**config.mk**
```make
export PLATFORM = sky130hd
export DESIGN_NAME = bfp_top
export DESIGN_NICKNAME = d
export VERILOG_FILES = /design/src/common/bfp_pkg.sv /design/src/design/bfp_sync.sv /design/src/design/bfp_half_bridge.sv /design/src/design/bfp_top.sv
export VERILOG_INCLUDE_DIRS = /design/src /design/src/common
export SDC_FILE = /design/constraint.sdc
export NUM_CORES = 1
export LEC_CHECK = 0
export ABC_AREA = 1
export ABC_CLOCK_PERIOD_IN_PS = 3100
export BUFFER_PORTS_ARGS = -buffer_cell sky130_fd_sc_hd__buf_2
export CAP_MARGIN = 30
export CELL_PAD_IN_SITES_DETAIL_PLACEMENT = 0
export CELL_PAD_IN_SITES_GLOBAL_PLACEMENT = 2
export CORE_ASPECT_RATIO = 1.25
export CORE_UTILIZATION = 35
export CTS_CLUSTER_SIZE = 12
export DETAILED_ROUTE_END_ITERATION = 10
export HOLD_SLACK_MARGIN = 0.1
export PLACE_DENSITY = 0.92
export SLEW_MARGIN = 20
export SYNTH_ARGS = -nofsm -noshare
export SYNTH_HDL_FRONTEND = slang
export SYNTH_SLANG_ARGS = --single-unit
```
**constraint.sdc**
```tcl
create_clock -name sys_clk -period 3.1 [get_ports sys_clk]
set_input_delay 0.155 -clock sys_clk [delete_from_list [all_inputs] [get_ports sys_clk]]
set_output_delay 0.155 -clock sys_clk [all_outputs]
set_load 0.05 [all_outputs]
```
**src/common/bfp_defs.svh**
```systemverilog
// Constants for the bridge fault-protection block: register map, field
// positions, reset values and protection timing.
// Assumes a 20 MHz system clock and a 32-bit AXI4-Lite register bus.
`ifndef BFP_DEFS_SVH
`define BFP_DEFS_SVH

// Register byte offsets
`define BFP_REG_CONTROL       8'h00
`define BFP_REG_STATUS        8'h04
`define BFP_REG_OVERLOAD_CNT  8'h08
`define BFP_ADDR_W            8

// Control register fields and reset value
`define BFP_CTRL_LIMIT_EN     0
`define BFP_CTRL_HOLD_OFF     1
`define BFP_CTRL_W            2
`define BFP_CTRL_RESET        2'h1

// Status register fields
`define BFP_ST_SHUTDOWN       0
`define BFP_ST_WARNING        1
`define BFP_ST_THERM_LATCH    2
`define BFP_ST_UNDERVOLT      3
`define BFP_ST_OVERLOAD_A     4
`define BFP_ST_OVERLOAD_B     5
`define BFP_ST_LIMIT_A        6
`define BFP_ST_LIMIT_B        7
`define BFP_ST_BRIDGE_RESET   8

// AXI responses
`define BFP_RESP_OKAY         2'h0
`define BFP_RESP_SLVERR       2'h2

// Overload persistence time and the clock that counts it
`define BFP_CLK_HZ            20000000
`define BFP_OLP_TIME_NS       1300000
`define BFP_OLP_CYCLES        ((`BFP_OLP_TIME_NS * (`BFP_CLK_HZ / 1000000)) / 1000)
`define BFP_OLP_CNT_W         16

`endif

```
**src/common/bfp_pkg.sv**
```systemverilog
// Types shared by the bridge fault-protection design files.
// Assumes bfp_defs.svh is on the include path.
`include "bfp_defs.svh"

package bfp_pkg;

    // Asynchronous inputs from pins and analog comparators
    typedef struct packed {
        logic       bridgeResetN;
        logic [1:0] pwm;
        logic [1:0] tripHigh;
        logic [1:0] tripLow;
        logic       tempAboveWarn;
        logic       tempBelowWarnHyst;
        logic       tempAboveError;
        logic [1:0] gateSupplyOk;
        logic       logicRailOk;
    } bfp_pin_in_type;

    // Power-stage gate commands, one bit per half-bridge
    typedef struct packed {
        logic [1:0] highOn;
        logic [1:0] lowOn;
        logic [1:0] pulldownOn;
    } bfp_gate_type;

    // Open-drain status pin as out/enable
    typedef struct packed {
        logic out;
        logic oe;
    } bfp_od_type;

    typedef struct packed {
        logic                   awvalid;
        logic [`BFP_ADDR_W-1:0] awaddr;
        logic                   wvalid;
        logic [31:0]            wdata;
        logic [3:0]             wstrb;
        logic                   bready;
        logic                   arvalid;
        logic [`BFP_ADDR_W-1:0] araddr;
        logic                   rready;
    } bfp_axi_req_type;

    typedef struct packed {
        logic        awready;
        logic        wready;
        logic        bvalid;
        logic [1:0]  bresp;
        logic        arready;
        logic        rvalid;
        logic [31:0] rdata;
        logic [1:0]  rresp;
    } bfp_axi_rsp_type;

endpackage

```
**src/design/bfp_sync.sv**
```systemverilog
// Two-flop synchroniser for a vector of independent levels.
// Assumes each bit is a slow level; no multi-bit coherence is implied.
`timescale 1ns/1ps
`default_nettype none

module bfp_sync #(
    parameter int W = 1
) (
    // Clock and reset
    input  wire logic         sys_clk,
    input  wire logic         reset_n,
    // Data
    input  wire logic [W-1:0] asyncIn,
    output logic      [W-1:0] syncOut
);
    typedef struct packed {
        logic [W-1:0] meta;
        logic [W-1:0] stable;
    } bfp_sync_state_type;

    bfp_sync_state_type state_q;
    bfp_sync_state_type state_d;

    generate
        if (W < 1) begin : g_bad_width
            $error("bfp_sync width must be at least one");
        end
    endgenerate

    always_comb begin
        state_d        = state_q;
        state_d.meta   = asyncIn;
        state_d.stable = state_q.meta;
    end

    always_ff @(posedge sys_clk or negedge reset_n) begin
        if (!reset_n) begin
            state_q <= '0;
        end else begin
            state_q <= state_d;
        end
    end

    assign syncOut = state_q.stable;
endmodule // bfp_sync

`default_nettype wire

```
**src/design/bfp_half_bridge.sv**
```systemverilog
// Overload tracker for one half-bridge: current-limit flag and latched
// overload shutdown after a trip persists for the set number of cycles.
// Assumes trip inputs are already synchronised to sys_clk.
`timescale 1ns/1ps
`default_nettype none
`include "bfp_defs.svh"

module bfp_half_bridge #(
    parameter int CNT_W      = `BFP_OLP_CNT_W,
    parameter int OLP_CYCLES = `BFP_OLP_CYCLES
) (
    // Clock and reset
    input  wire logic             sys_clk,
    input  wire logic             reset_n,
    // Detector inputs and clear
    input  wire logic             tripHigh,
    input  wire logic             tripLow,
    input  wire logic             clearPulse,
    // Tracker state
    output logic                  limiting,
    output logic                  overloadLatch,
    output logic      [CNT_W-1:0] persistCount
);
    import bfp_pkg::*;

    typedef struct packed {
        logic [CNT_W-1:0] count;
        logic             limit;
        logic             overload;
    } bfp_hb_state_type;

    localparam logic [CNT_W-1:0] LAST = CNT_W'(OLP_CYCLES - 1);

    bfp_hb_state_type state_q;
    bfp_hb_state_type state_d;

    generate
        if (OLP_CYCLES < 1 || OLP_CYCLES > (2 ** CNT_W)) begin : g_bad_count
            $error("bfp_half_bridge OLP_CYCLES does not fit CNT_W");
        end
    endgenerate

    always_comb begin
        state_d       = state_q;
        state_d.limit = tripHigh | tripLow;
        // Clear first; a trip held at the limit sets it again
        if (clearPulse) begin
            state_d.count    = '0;
            state_d.overload = 1'b0;
        end
        if (tripHigh || tripLow) begin
            if (state_q.count == LAST) begin
                state_d.overload = 1'b1;
            end else begin
                state_d.count = state_q.count + CNT_W'(1);
            end
        end else begin
            state_d.count = '0;
        end
    end

    // Power-on clear empties the tracker
    always_ff @(posedge sys_clk or negedge reset_n) begin
        if (!reset_n) begin
            state_q <= '0;
        end else begin
            state_q <= state_d;
        end
    end

    assign limiting      = state_q.limit;
    assign overloadLatch = state_q.overload;
    assign persistCount  = state_q.count;
endmodule // bfp_half_bridge

`default_nettype wire

```
**src/design/bfp_top.sv**
```systemverilog
// Fault protection and status reporting for a two-half-bridge power stage,
// with an AXI4-Lite register slave.
// Assumes analog comparators and supply monitors arrive as asynchronous
// levels, and that reset_n is the power-on clear.
`timescale 1ns/1ps
`default_nettype none
`include "bfp_defs.svh"

module bfp_top #(
    parameter int CNT_W      = `BFP_OLP_CNT_W,
    parameter int OLP_CYCLES = `BFP_OLP_CYCLES
) (
    // Clock and power-on reset
    input  wire logic                     sys_clk,
    input  wire logic                     reset_n,

    // Pins and comparators
    input  wire bfp_pkg::bfp_pin_in_type  pinIn,

    // Power-stage gates
    output bfp_pkg::bfp_gate_type         gate,

    // Status pins
    output bfp_pkg::bfp_od_type           fault_shutdown_n,
    output bfp_pkg::bfp_od_type           thermal_warning_n,

    // Register bus
    input  wire bfp_pkg::bfp_axi_req_type axiReq,
    output bfp_pkg::bfp_axi_rsp_type      axiRsp
);
    import bfp_pkg::*;

    typedef struct packed {
        // Register slave
        bfp_axi_rsp_type          rsp;
        logic                     awHeld;
        logic                     wHeld;
        logic [`BFP_ADDR_W-1:0]   awAddr;
        logic [31:0]              wData;
        logic [3:0]               wStrb;
        logic [`BFP_CTRL_W-1:0]   control;

        // Protection state
        logic                     bridgeRstPrev;
        logic                     warning;
        logic                     thermalErrorLatch;
        logic                     undervolt;
        logic                     shutdown;

        // Pins
        bfp_gate_type             gate;
        bfp_od_type               sdPin;
        bfp_od_type               warnPin;
    } bfp_top_state_type;

    bfp_top_state_type state_q;
    bfp_top_state_type state_d;

    bfp_pin_in_type   pinSync;

    logic [1:0]       limiting;
    logic [1:0]       overloadLatch;
    logic [CNT_W-1:0] persistA;
    logic [CNT_W-1:0] persistB;
    logic             bridgeRise;

    localparam bfp_top_state_type RESET_STATE = '{
        rsp:     '{awready: 1'b1, wready: 1'b1, arready: 1'b1, default: '0},
        control: `BFP_CTRL_RESET,
        sdPin:   '{out: 1'b0, oe: 1'b1},
        default: '0
    };

    generate
        if (CNT_W > 32) begin : g_bad_cnt_w
            $error("bfp_top CNT_W must not exceed the 32-bit register");
        end
    endgenerate

    // All pin inputs cross into sys_clk before any logic reads them
    bfp_sync #(
        .W ($bits(bfp_pin_in_type))
    ) u_pin_sync (
        .sys_clk (sys_clk),
        .reset_n (reset_n),
        .asyncIn (pinIn),
        .syncOut (pinSync)
    );

    assign bridgeRise = pinSync.bridgeResetN & ~state_q.bridgeRstPrev;

    // Half-bridge A
    bfp_half_bridge #(
        .CNT_W      (CNT_W),
        .OLP_CYCLES (OLP_CYCLES)
    ) u_hb_a (
        .sys_clk       (sys_clk),
        .reset_n       (reset_n),
        .tripHigh      (pinSync.tripHigh[0]),
        .tripLow       (pinSync.tripLow[0]),
        .clearPulse    (bridgeRise),
        .limiting      (limiting[0]),
        .overloadLatch (overloadLatch[0]),
        .persistCount  (persistA)
    );

    // Half-bridge B
    bfp_half_bridge #(
        .CNT_W      (CNT_W),
        .OLP_CYCLES (OLP_CYCLES)
    ) u_hb_b (
        .sys_clk       (sys_clk),
        .reset_n       (reset_n),
        .tripHigh      (pinSync.tripHigh[1]),
        .tripLow       (pinSync.tripLow[1]),
        .clearPulse    (bridgeRise),
        .limiting      (limiting[1]),
        .overloadLatch (overloadLatch[1]),
        .persistCount  (persistB)
    );

    // Register read decode
    function automatic logic [32:0] read_reg(
        input logic [`BFP_ADDR_W-1:0] addr,
        input bfp_top_state_type      s,
        input logic [1:0]             lim,
        input logic [1:0]             ovl,
        input logic                   rstLevel,
        input logic [CNT_W-1:0]       cntA,
        input logic [CNT_W-1:0]       cntB
    );
        logic [31:0] data;
        logic        hit;

        data = '0;
        hit  = 1'b1;
        case (addr)
            `BFP_REG_CONTROL: begin
                data[`BFP_CTRL_W-1:0] = s.control;
            end

            `BFP_REG_STATUS: begin
                data[`BFP_ST_SHUTDOWN]     = s.shutdown;
                data[`BFP_ST_WARNING]      = s.warning;
                data[`BFP_ST_THERM_LATCH]  = s.thermalErrorLatch;
                data[`BFP_ST_UNDERVOLT]    = s.undervolt;
                data[`BFP_ST_OVERLOAD_A]   = ovl[0];
                data[`BFP_ST_OVERLOAD_B]   = ovl[1];
                data[`BFP_ST_LIMIT_A]      = lim[0];
                data[`BFP_ST_LIMIT_B]      = lim[1];
                data[`BFP_ST_BRIDGE_RESET] = rstLevel;
            end

            `BFP_REG_OVERLOAD_CNT: begin
                data = 32'(cntA > cntB ? cntA : cntB);
            end

            default: begin
                hit = 1'b0;
            end
        endcase

        return {hit, data};
    endfunction

    always_comb begin
        logic        anyShutdown;
        logic        hiZ;
        logic [32:0] rd;
        logic        wrHit;

        anyShutdown = 1'b0;
        hiZ         = 1'b0;
        rd          = '0;
        wrHit       = 1'b0;
        state_d     = state_q;

        state_d.bridgeRstPrev = pinSync.bridgeResetN;

        // Warning with hysteresis
        if (pinSync.tempAboveWarn) begin
            state_d.warning = 1'b1;
        end else if (pinSync.tempBelowWarnHyst) begin
            state_d.warning = 1'b0;
        end

        // Overtemperature error latch; a still-hot die sets it over the clear
        if (bridgeRise) begin
            state_d.thermalErrorLatch = 1'b0;
        end

        if (pinSync.tempAboveError) begin
            state_d.thermalErrorLatch = 1'b1;
        end

        // Undervoltage follows the monitors without latching
        state_d.undervolt = ~(&pinSync.gateSupplyOk & pinSync.logicRailOk);

        anyShutdown = state_d.thermalErrorLatch
                    | (|overloadLatch)
                    | state_d.undervolt;

        state_d.shutdown = anyShutdown;

        // Status pins pull low to assert, release otherwise
        state_d.sdPin.out   = 1'b0;
        state_d.sdPin.oe    = anyShutdown;

        state_d.warnPin.out = 1'b0;
        state_d.warnPin.oe  = state_d.warning;

        // Gate drive
        hiZ = ~pinSync.bridgeResetN
            | anyShutdown
            | state_q.control[`BFP_CTRL_HOLD_OFF];

        for (int i = 0; i < 2; i++) begin
            state_d.gate.pulldownOn[i] = ~pinSync.bridgeResetN;

            if (hiZ) begin
                state_d.gate.highOn[i] = 1'b0;
                state_d.gate.lowOn[i]  = 1'b0;
            end else begin
                state_d.gate.highOn[i] = pinSync.pwm[i];
                state_d.gate.lowOn[i]  = ~pinSync.pwm[i];

                if (state_q.control[`BFP_CTRL_LIMIT_EN]) begin
                    if (pinSync.tripHigh[i]) begin
                        state_d.gate.highOn[i] = 1'b0;
                    end

                    if (pinSync.tripLow[i]) begin
                        state_d.gate.lowOn[i] = 1'b0;
                    end
                end
            end
        end

        // Write channel: address and data taken in either order
        if (axiReq.awvalid && state_q.rsp.awready) begin
            state_d.awHeld      = 1'b1;
            state_d.awAddr      = axiReq.awaddr;
            state_d.rsp.awready = 1'b0;
        end

        if (axiReq.wvalid && state_q.rsp.wready) begin
            state_d.wHeld      = 1'b1;
            state_d.wData      = axiReq.wdata;
            state_d.wStrb      = axiReq.wstrb;
            state_d.rsp.wready = 1'b0;
        end

        // Both halves held
        if (state_q.awHeld && state_q.wHeld && !state_q.rsp.bvalid) begin
            wrHit = 1'b1;
            case (state_q.awAddr)
                `BFP_REG_CONTROL: begin
                    if (state_q.wStrb[0]) begin
                        state_d.control = state_q.wData[`BFP_CTRL_W-1:0];
                    end
                end

                `BFP_REG_STATUS, `BFP_REG_OVERLOAD_CNT: begin
                    wrHit = 1'b1;
                end

                default: begin
                    wrHit = 1'b0;
                end
            endcase

            state_d.rsp.bvalid = 1'b1;
            state_d.rsp.bresp  = wrHit ? `BFP_RESP_OKAY : `BFP_RESP_SLVERR;
            state_d.awHeld     = 1'b0;
            state_d.wHeld      = 1'b0;
        end

        // Reopen after answer
        if (state_q.rsp.bvalid && axiReq.bready) begin
            state_d.rsp.bvalid  = 1'b0;
            state_d.rsp.awready = 1'b1;
            state_d.rsp.wready  = 1'b1;
        end

        // Read channel
        if (axiReq.arvalid && state_q.rsp.arready) begin
            rd = read_reg(axiReq.araddr, state_q, limiting, overloadLatch,
                          pinSync.bridgeResetN, persistA, persistB);

            state_d.rsp.arready = 1'b0;
            state_d.rsp.rvalid  = 1'b1;
            state_d.rsp.rdata   = rd[31:0];
            state_d.rsp.rresp   = rd[32] ? `BFP_RESP_OKAY : `BFP_RESP_SLVERR;
        end

        // Read answer taken
        if (state_q.rsp.rvalid && axiReq.rready) begin
            state_d.rsp.rvalid  = 1'b0;
            state_d.rsp.arready = 1'b1;
        end
    end

    // Power-on clear: gates off, shutdown pin pulled low until monitors settle
    always_ff @(posedge sys_clk or negedge reset_n) begin
        if (!reset_n) begin
            state_q <= RESET_STATE;
        end else begin
            state_q <= state_d;
        end
    end

    assign gate              = state_q.gate;
    assign fault_shutdown_n  = state_q.sdPin;
    assign thermal_warning_n = state_q.warnPin;
    assign axiRsp            = state_q.rsp;
endmodule // bfp_top

`default_nettype wire

```
==> results of run 1 <==
==> synth_stat cells (all sizes together) <==
cell type  count  area [sq um]
a211oi         2          15.0
a21o           1          7.51
a21oi         29           149
a22oi          1          7.51
a311oi         1          8.76
a31oi          2          12.5
a32oi          1          8.76
buf           52           394
clkbuf         2          7.51
clkinv         3          11.3
conb           1          3.75
dfrtp        106          2650
dfstp          5           131
ha            18           225
inv           62           233
nand2        123           487
nand3         40           225
nand3b         2          15.0
nand4         10          62.6
nor2          54           233
nor3          11          76.3
nor3b          2          20.0
nor4           8          71.3
o21ai         48           240
o21bai         1          7.51
o31ai          2          15.0
o41ai          1          8.76
xnor2          2          17.5
xor2           7          61.3
==> logic make-up (layout without fill, tap and decap cells) <==
group	after synthesis	in the layout	synth area share, %
compound gates	89	89	8.88
xor+xnor	9	9	1.46
fa+ha+maj	18	18	4.16
buf+inv	119	188	11.9
flops	111	111	51.5
other cells	1	20	0.0693
simple gates	250	250	22.0
==> stage by stage <==
step | utilization [%] | cell area [sq um]
after detailed placement | 37.9 | 5700
after global routing | 42.3 | 6350
final | 42.3 | 6350
after floorplan | - | 5480
after global placement | 37.9 | 5700
after CTS | 42.3 | 6350
==> routing by layer <==
layer  up-vias  part of all wire, %  track usage (%)
li1       2051                    -                -
met1      1970                   43             20.9
met2        92                   51             29.3
met3        24                  3.9             2.88
met4         0                  2.8             8.86
met5         -                    0                0
==> registers in the layout (all words and copies together) (netlist names) <==
register and count:
state_q 19, thermal_warning_n 1, fault_shutdown_n 1, u_hb_a.overloadLatch 1, u_pin_sync.state_d 13, u_hb_a.limiting 1, u_hb_b.limiting 1, gate 5
u_hb_b.persistCount 16, u_hb_b.overloadLatch 1, u_hb_a.persistCount 16, u_pin_sync.syncOut 13, axiRsp 23
==> timing repair <==
| item | in CTS | in global routing |
|---|---|---|
| hold endpoints to repair | 66 | 0 |
| gates resized for setup | 0 | 0 |
| hold buffers | 34 | 0 |
==> cell type report <==
| type | instances | area, sq um | share of cell area (%) |
|---|---|---|---|
| clock inverter | 6 | 83.8 | 1.32 |
| timing repair buffer | 107 | 731 | 11.5 |
| multi-input combinational | 386 | 2050 | 32.3 |
| sequential | 111 | 2780 | 43.9 |
| tap | 182 | 228 | 3.59 |
| inverter | 65 | 244 | 3.84 |
| clock buffer | 10 | 229 | 3.61 |
==> power groups by stage <==
stage	logic, mW	clock network, mW	registers (mW)
6_report	1.52	1.22	1.85
3_5_place_dp	1.46	0	1.87
4_1_cts	1.52	1.27	1.85
3_3_place_gp	1.44	0	1.87
2_1_floorplan	1.28	0	1.82
5_1_grt	1.69	1.33	1.88
==> worst max-delay path: stages, from the launching register on <==
cell and delay [ns]:
dfrtp_1 0.50, inv_1 0.14, ha_1 0.32, nand4_1 0.11
nor3_2 0.20, nand3_2 0.25, nand2_4 0.25, inv_1 0.13
nor2_1 0.19, o21ai_1 0.09
==> worst paths after layout <==
path                                          end  slack (ns)  depth (start not counted)
max reg2reg                            axiRsp[15]        0.80                          9
min in group asynchronous  u_hb_b.persistCount[9]        0.31                          2
max                                    axiRsp[15]        0.80                          9
min reg2reg                 u_pin_sync.syncOut[8]        0.35                          0
max in group asynchronous              axiRsp[40]        1.97                          3
min                                     axiRsp[8]        0.19                          4
==> results.json, run 1 <==
{
  "finalMaxSlewViolations": 0,
  "pre_cts_slack_ns": 0.814,
  "peakVddDrop_uv": 348,
  "finalSetupViolations": 0,
  "min_period_ns": 2.30,
  "fp-row-count": 50,
  "clockPowerShare_pct": 26.7,
  "layout_commonest_cell": "nand2_1",
  "cts_made_buffers": 9,
  "synth_cell_types": 43,
  "hp-start": "axiReq[3]",
  "dp_cells": 817,
  "area_growth_pct": 17.4,
  "synth_area_sq_um": 5410,
  "clkTransAtPathRegs_ns": 0.08,
  "htree_levels": 3,
  "antenna_found_initial": 0,
  "drt_iter0_markers": 277,
  "dp_hpwl_um": 9340,
  "syn_avg_cell_area_sq_um": 9.06,
  "via_per_inst": 4.77,
  "critPathCaptureType": "flip-flop",
  "critical_path.startpoint_type": "flip-flop",
  "worstPathArrival_ns": 2.54,
  "dieArea_sq_um": 16000,
  "num_vias": 4137,
  "cts_setup_buffers": 0,
  "place_congestion": 0.839,
  "num_antenna_cells": 0,
  "worst_slew_pin_slew_ns": 0.631,
  "totalWireLength_um": 12700,
  "fillCellCount": 1472,
  "track_usage_pct": 17.2,
  "r2r_start": "u_hb_b.persistCount[9]",
  "mostFrequentLayoutCells": "nand2_1 (117), dfrtp_1 (106), buf_2 (68)",
  "clock-sinks": 111,
  "die-width_um": 113,
  "initial_core_util_pct": 36.0,
  "synthCells": 597,
  "fp.coreArea_sq_um": 15000,
  "fp.dieH_um": 141,
  "power.share.switching_pct": 39.5,
  "cap_violations": 0,
  "clkLatencyLatePin_ns": 0.36,
  "grt_max_degree": 74,
  "worst_slack_ns": 0.804,
  "rsz0062_at_grt": "no",
  "crit_path_max_fanout": 18,
  "min_period_over_period_pct": 74.1,
  "nNetsFinal": 770,
  "yosysWarningCount": 0,
  "combPwrFrac_pct": 33.1,
  "switchingPower_mw": 1.81,
  "outcome": "finished clean",
  "drc": 0,
  "worstSetupPathType": "flip-flop to flip-flop",
  "cts_tree": "done",
  "cts_root_buf": "clkbuf_16",
  "grt_pass1_vias": 4240,
  "firstDrtPassIters": 4,
  "fin_total_pwr_mw": 4.59,
  "clock_path_buffers": 2,
  "required_ns": 3.34,
  "hold_slack_ns": 0.187,
  "p_leak_nw": 3.12,
  "p_int_mw": 2.78,
  "hold_viol_final": 0,
  "worstSetupStartpoint": "u_hb_b.persistCount[9]",
  "synth_seq_cells": 111,
  "p_seq_share_pct": 40.3,
  "wl_per_cell_um": 14.7,
  "ant_nets": 0,
  "hold_class": "primary input to flip-flop",
  "drive_above_1_share_pct": 17.5,
  "p_per_area_nw_per_um2": 723,
  "fin_cells": 867,
  "fmax_mhz": 436,
  "grt_pass1_wl_um": 21100,
  "slew-limit-headroom_pct": 57.8,
  "clock_skew_ns": 0.00913,
  "yosysSeqAreaShare_pct": 51.5,
  "overflow": 0,
  "io_pins": 123,
  "setup_tns_ns": 0,
  "portBuffers": 69
}
Power figures use the tool's default switching activity.
==> run 2: changes to the inputs <==
- ABC_CLOCK_PERIOD_IN_PS: 3100 -> 2400
- CORE_UTILIZATION: 35 -> 32
- PLACE_DENSITY: 0.92 -> 0.86
- clock period: 3.1 -> 2.4 ns (I/O delays scaled with it)
==> results.json, run 2 (synthesis gave the netlist of run 1 again) <==
{
  "fp-row-count": 52,
  "num_antenna_cells": 0,
  "drc": 0,
  "htree_levels": 3,
  "min_period_ns": 2.21,
  "mostFrequentLayoutCells": "nand2_1 (117), dfrtp_1 (106), buf_2 (68)",
  "cap_violations": 0,
  "wl_per_cell_um": 14.1,
  "utilization_pct": 39.7,
  "cts_root_buf": "clkbuf_16",
  "drive_above_1_share_pct": 19.3,
  "dp_cells": 866,
  "rsz0062_at_grt": "yes",
  "grt_pass1_wl_um": 21300,
  "grt_pass1_vias": 4212,
  "hold_viol_final": 0,
  "critPathCaptureType": "flip-flop",
  "area_growth_pct": 20.0,
  "hold_class": "primary input to flip-flop",
  "clockPowerShare_pct": 25.4,
  "cts_setup_buffers": 0,
  "p_leak_nw": 3.18,
  "peakVddDrop_uv": 430,
  "ant_nets": 0,
  "die-width_um": 118,
  "clock_path_buffers": 2,
  "min_period_over_period_pct": 91.9,
  "grt_max_degree": 61,
  "fmax_mhz": 453,
  "portBuffers": 69,
  "p_per_area_nw_per_um2": 896,
  "rrSetupSlack_ns": 0.19,
  "clkLatencyLatePin_ns": 0.35,
  "worst_slack_ns": 0.194,
  "firstDrtPassIters": 4,
  "num_vias": 4229,
  "finalSetupViolations": 0,
  "finalMaxSlewViolations": 0,
  "fillCellCount": 1652,
  "fp.coreArea_sq_um": 16300,
  "critical_path.startpoint_type": "flip-flop",
  "clock_skew_ns": 0.00630,
  "initial_core_util_pct": 33.1,
  "worstPathArrival_ns": 2.44,
  "io_pins": 123,
  "register_area_sq_um": 2780,
  "worstSetupPathType": "flip-flop to flip-flop",
  "layout_commonest_cell": "nand2_1",
  "cts_tree": "done",
  "p_int_mw": 3.48,
  "combPwrFrac_pct": 33.7,
  "fin_cells": 915,
  "largest_reg_flops": 23,
  "cts_made_buffers": 9,
  "pre_cts_slack_ns": 0.184,
  "totalWireLength_um": 12900,
  "outcome": "finished clean",
  "p_seq_share_pct": 40.9,
  "fp.dieH_um": 147,
  "drt_iter0_markers": 198,
  "via_per_inst": 4.62,
  "place_congestion": 0.908,
  "multi_input_area_sq_um": 2060,
  "power.share.switching_pct": 40.1,
  "required_ns": 2.64,
  "overflow": 0,
  "dp_hpwl_um": 9920,
  "nNetsFinal": 784,
  "antenna_found_initial": 0,
  "setup_tns_ns": 0,
  "clkTransAtPathRegs_ns": 0.08,
  "clock-sinks": 111,
  "switchingPower_mw": 2.33,
  "crit_path_max_fanout": 18,
  "track_usage_pct": 15.9,
  "dieArea_sq_um": 17400
}
run 2: cell count changes in the layout (fill, tap and decap cells not counted):
cell / previous run / this run
buf_12: 1 / 2
inv_8: 4 / 3
dlygate4sd3_1: 34 / 33
nand3_4: 0 / 1
clkinvlp_4: 0 / 1
buf_4: 4 / 18
inv_6: 1 / 2
nand3_2: 5 / 4
bufinv_16: 1 / 0
run 2: metal layers:
layer	global-route usage, %	vias to the layer above	share of wire [%]
li1	-	2083	-
met1	18.6	1990	42
met2	26.9	120	50
met3	4.04	36	4.1
met4	8.27	0	3.4
met5	0	-	0
run 2: power groups by stage:
stage          Clock, mW  Sequential, mW  Combinational, mW
6_report            1.47            2.38               1.96
5_1_grt             1.60            2.43               2.23
2_1_floorplan          0            2.36               1.66
4_1_cts             1.52            2.38               1.97
3_3_place_gp           0            2.41               1.89
3_5_place_dp           0            2.42               1.90
run 2: stage by stage:
step           power (mW)  hold WS [ns]  cell area [sq um]
2_1_floorplan        4.01        -0.176               5480
3_3_place_gp         4.29         0.137               5860
3_5_place_dp         4.32         0.147               5860
4_1_cts              5.88         0.162               6480
5_1_grt              6.26         0.185               6490
6_report             5.81         0.171               6490
run 2: area by class of cell:
class	instances	share of cell area [%]
Tap cell	216	4.17
Clock inverter	6	0.906
Timing Repair Buffer	121	13.0
Inverter	65	3.76
Multi-Input combinational cell	386	31.7
Sequential cell	111	42.9
Clock buffer	10	3.53
run 2: timing repair:
action	in CTS	in global routing
endpoints found under the setup margin	0	1
hold buffers	33	0
resized for setup	0	1
hold endpoints to repair	140	0
run 2: worst max-delay path, cell delays in order, from the launching register on:
cell and delay (ns):
dfrtp_1 0.44, inv_1 0.11, ha_1 0.31, a21oi_1 0.14
o21ai_0 0.09, a21oi_1 0.28, nand2_4 0.16, nand2_4 0.18
inv_1 0.12, nor2_1 0.16, o21ai_1 0.09
run 2: worst paths after layout:
check / start / to / cells past startpoint
max reg2reg: u_hb_b.persistCount[13] / axiRsp[15] / 10
min reg2reg: u_pin_sync.state_d[7] / u_pin_sync.syncOut[7] / 0
min: axiReq[3] / axiRsp[4] / 4
min in group asynchronous: reset_n / u_hb_b.persistCount[11] / 3
max in group asynchronous: reset_n / fault_shutdown_n[0] / 3
max: u_hb_b.persistCount[13] / axiRsp[15] / 10
==> run 3: changes to the inputs <==
- BUFFER_PORTS_ARGS: -buffer_cell sky130_fd_sc_hd__buf_2 -> -buffer_cell sky130_fd_sc_hd__clkbuf_2
- SLEW_MARGIN: 20 -> not set
==> results.json, run 3 (synthesis gave the netlist of run 1 again) <==
{
  "grt_pass1_vias": 4367,
  "num_antenna_cells": 0,
  "hold_viol_final": 0,
  "min_period_ns": 2.20,
  "worstSetupStartpoint": "u_hb_b.persistCount[11]",
  "critPathMaxStageDelay_ns": 0.42,
  "cap_violations": 0,
  "hp-start": "axiReq[1]",
  "grt_pass1_wl_um": 21500,
  "finalSetupViolations": 0,
  "cts_root_buf": "clkbuf_16",
  "clock-sinks": 111,
  "portBuffers": 69,
  "min_period_over_period_pct": 91.8,
  "fp.coreArea_sq_um": 16300,
  "overflow": 0,
  "ant_nets": 0,
  "setup_tns_ns": 0,
  "peakVddDrop_uv": 425,
  "io_pins": 123,
  "p_leak_nw": 3.19,
  "totalWireLength_um": 12900,
  "fmax_mhz": 454,
  "mostFrequentLayoutCells": "nand2_1 (117), dfrtp_1 (106), clkbuf_2 (68)",
  "grt_max_degree": 51,
  "hold_class": "primary input to flip-flop",
  "htree_levels": 3,
  "p_int_mw": 3.59,
  "rsz0062_at_grt": "no",
  "clockPowerShare_pct": 26.5,
  "antenna_found_initial": 0,
  "dieArea_sq_um": 17400,
  "num_vias": 4165,
  "cts_tree": "done",
  "fp-row-count": 52,
  "drive_above_1_share_pct": 19.5,
  "wl_per_cell_um": 14.1,
  "outcome": "finished clean",
  "clkLatencyLatePin_ns": 0.35,
  "via_per_inst": 4.55,
  "critPathCaptureType": "flip-flop",
  "drt_iter0_markers": 269,
  "path_cells": "inv_1, ha_1, nand4_1, nor3_2, nand3_2, nand2_8, inv_1, nor2_1, o21ai_1",
  "nNetsFinal": 784,
  "track_usage_pct": 15.8,
  "crit_slowest_cell": "dfrtp_1",
  "area_growth_pct": 20.4,
  "clock_path_buffers": 2,
  "power.share.switching_pct": 39.6,
  "r2r_start": "u_hb_b.persistCount[11]",
  "clkTransAtPathRegs_ns": 0.08,
  "die-width_um": 118,
  "critical_path.startpoint_type": "flip-flop",
  "worstSetupPathType": "flip-flop to flip-flop",
  "initial_core_util_pct": 33.1,
  "fp.dieH_um": 147,
  "switchingPower_mw": 2.36,
  "crit_path_max_fanout": 18,
  "required_ns": 2.64,
  "hold_slack_ns": 0.149,
  "p_seq_share_pct": 40.1,
  "place_congestion": 0.924,
  "p_per_area_nw_per_um2": 914,
  "firstDrtPassIters": 5,
  "largest_reg_flops": 23,
  "cts_made_buffers": 9,
  "worstPathArrival_ns": 2.44,
  "clock_skew_ns": 0.00863,
  "finalMaxSlewViolations": 0,
  "path_common_cell": "inv_1",
  "combPwrFrac_pct": 33.3,
  "layout_commonest_cell": "nand2_1",
  "dp_hpwl_um": 9910,
  "drc": 0
}
==> run 3: worst paths after layout <==
path,endpoint,slack (ns),cells past startpoint
setup / recovery,axiRsp[15],0.20,9
min in group asynchronous,u_hb_b.persistCount[11],0.25,2
hold / removal,axiRsp[1],0.15,3
hold reg to reg,u_pin_sync.syncOut[5],0.35,0
max in group asynchronous,fault_shutdown_n[0],1.37,3
setup reg to reg,axiRsp[15],0.20,9
==> run 3: routing by layer <==
layer	track usage [%]	wire length (um)	vias to the layer above
met4	7.76	289	0
met3	2.29	381	23
met5	0	0	-
met1	19.3	5650	1965
li1	-	-	2075
met2	27.4	6590	102
==> run 3: critical path: cells and delay by family (launching register included) <==
family | cells | cell delay [ns]
compound gates | 1 | 0.09
fa+ha+maj | 1 | 0.33
buf+inv | 2 | 0.24
flops | 1 | 0.42
simple gates | 5 | 1.01
==> run 3: through the flow <==
step	area, sq um	power [mW]	std cells	utilization, %	setup WS [ns]
after global routing	6510	6.36	915	39.9	0.0170
after detailed placement	5850	4.31	866	35.8	0.183
final	6510	5.95	915	39.9	0.198
after floorplan	5480	4.01	616	-	0.583
after CTS	6500	5.98	915	39.8	0.172
after global placement	5850	4.29	866	35.8	0.200
==> run 3: area by class of cell <==
type,count,area (sq um)
Clock inverter,7,95.1
Timing Repair Buffer,121,833
Fill cell,1629,9820
Inverter,65,244
Tap cell,216,270
Sequential cell,111,2780
Multi-Input combinational cell,386,2060
Clock buffer,9,225
==> run 3: power by group through the flow <==
stage / logic, mW / clock network, mW / registers [mW]
6_report: 1.98 / 1.58 / 2.39
5_1_grt: 2.22 / 1.71 / 2.43
4_1_cts: 1.96 / 1.63 / 2.39
3_5_place_dp: 1.89 / 0 / 2.42
3_3_place_gp: 1.88 / 0 / 2.41
2_1_floorplan: 1.66 / 0 / 2.36
==> run 3: what timing repair did <==
| action | 4_1_cts | 5_1_grt |
|---|---|---|
| hold buffers | 33 | 0 |
| setup endpoints to repair | 0 | 2 |
| buffers inserted | 0 | 0 |
| endpoints found under the hold margin | 60 | 0 |
| gates resized for setup | 0 | 1 |
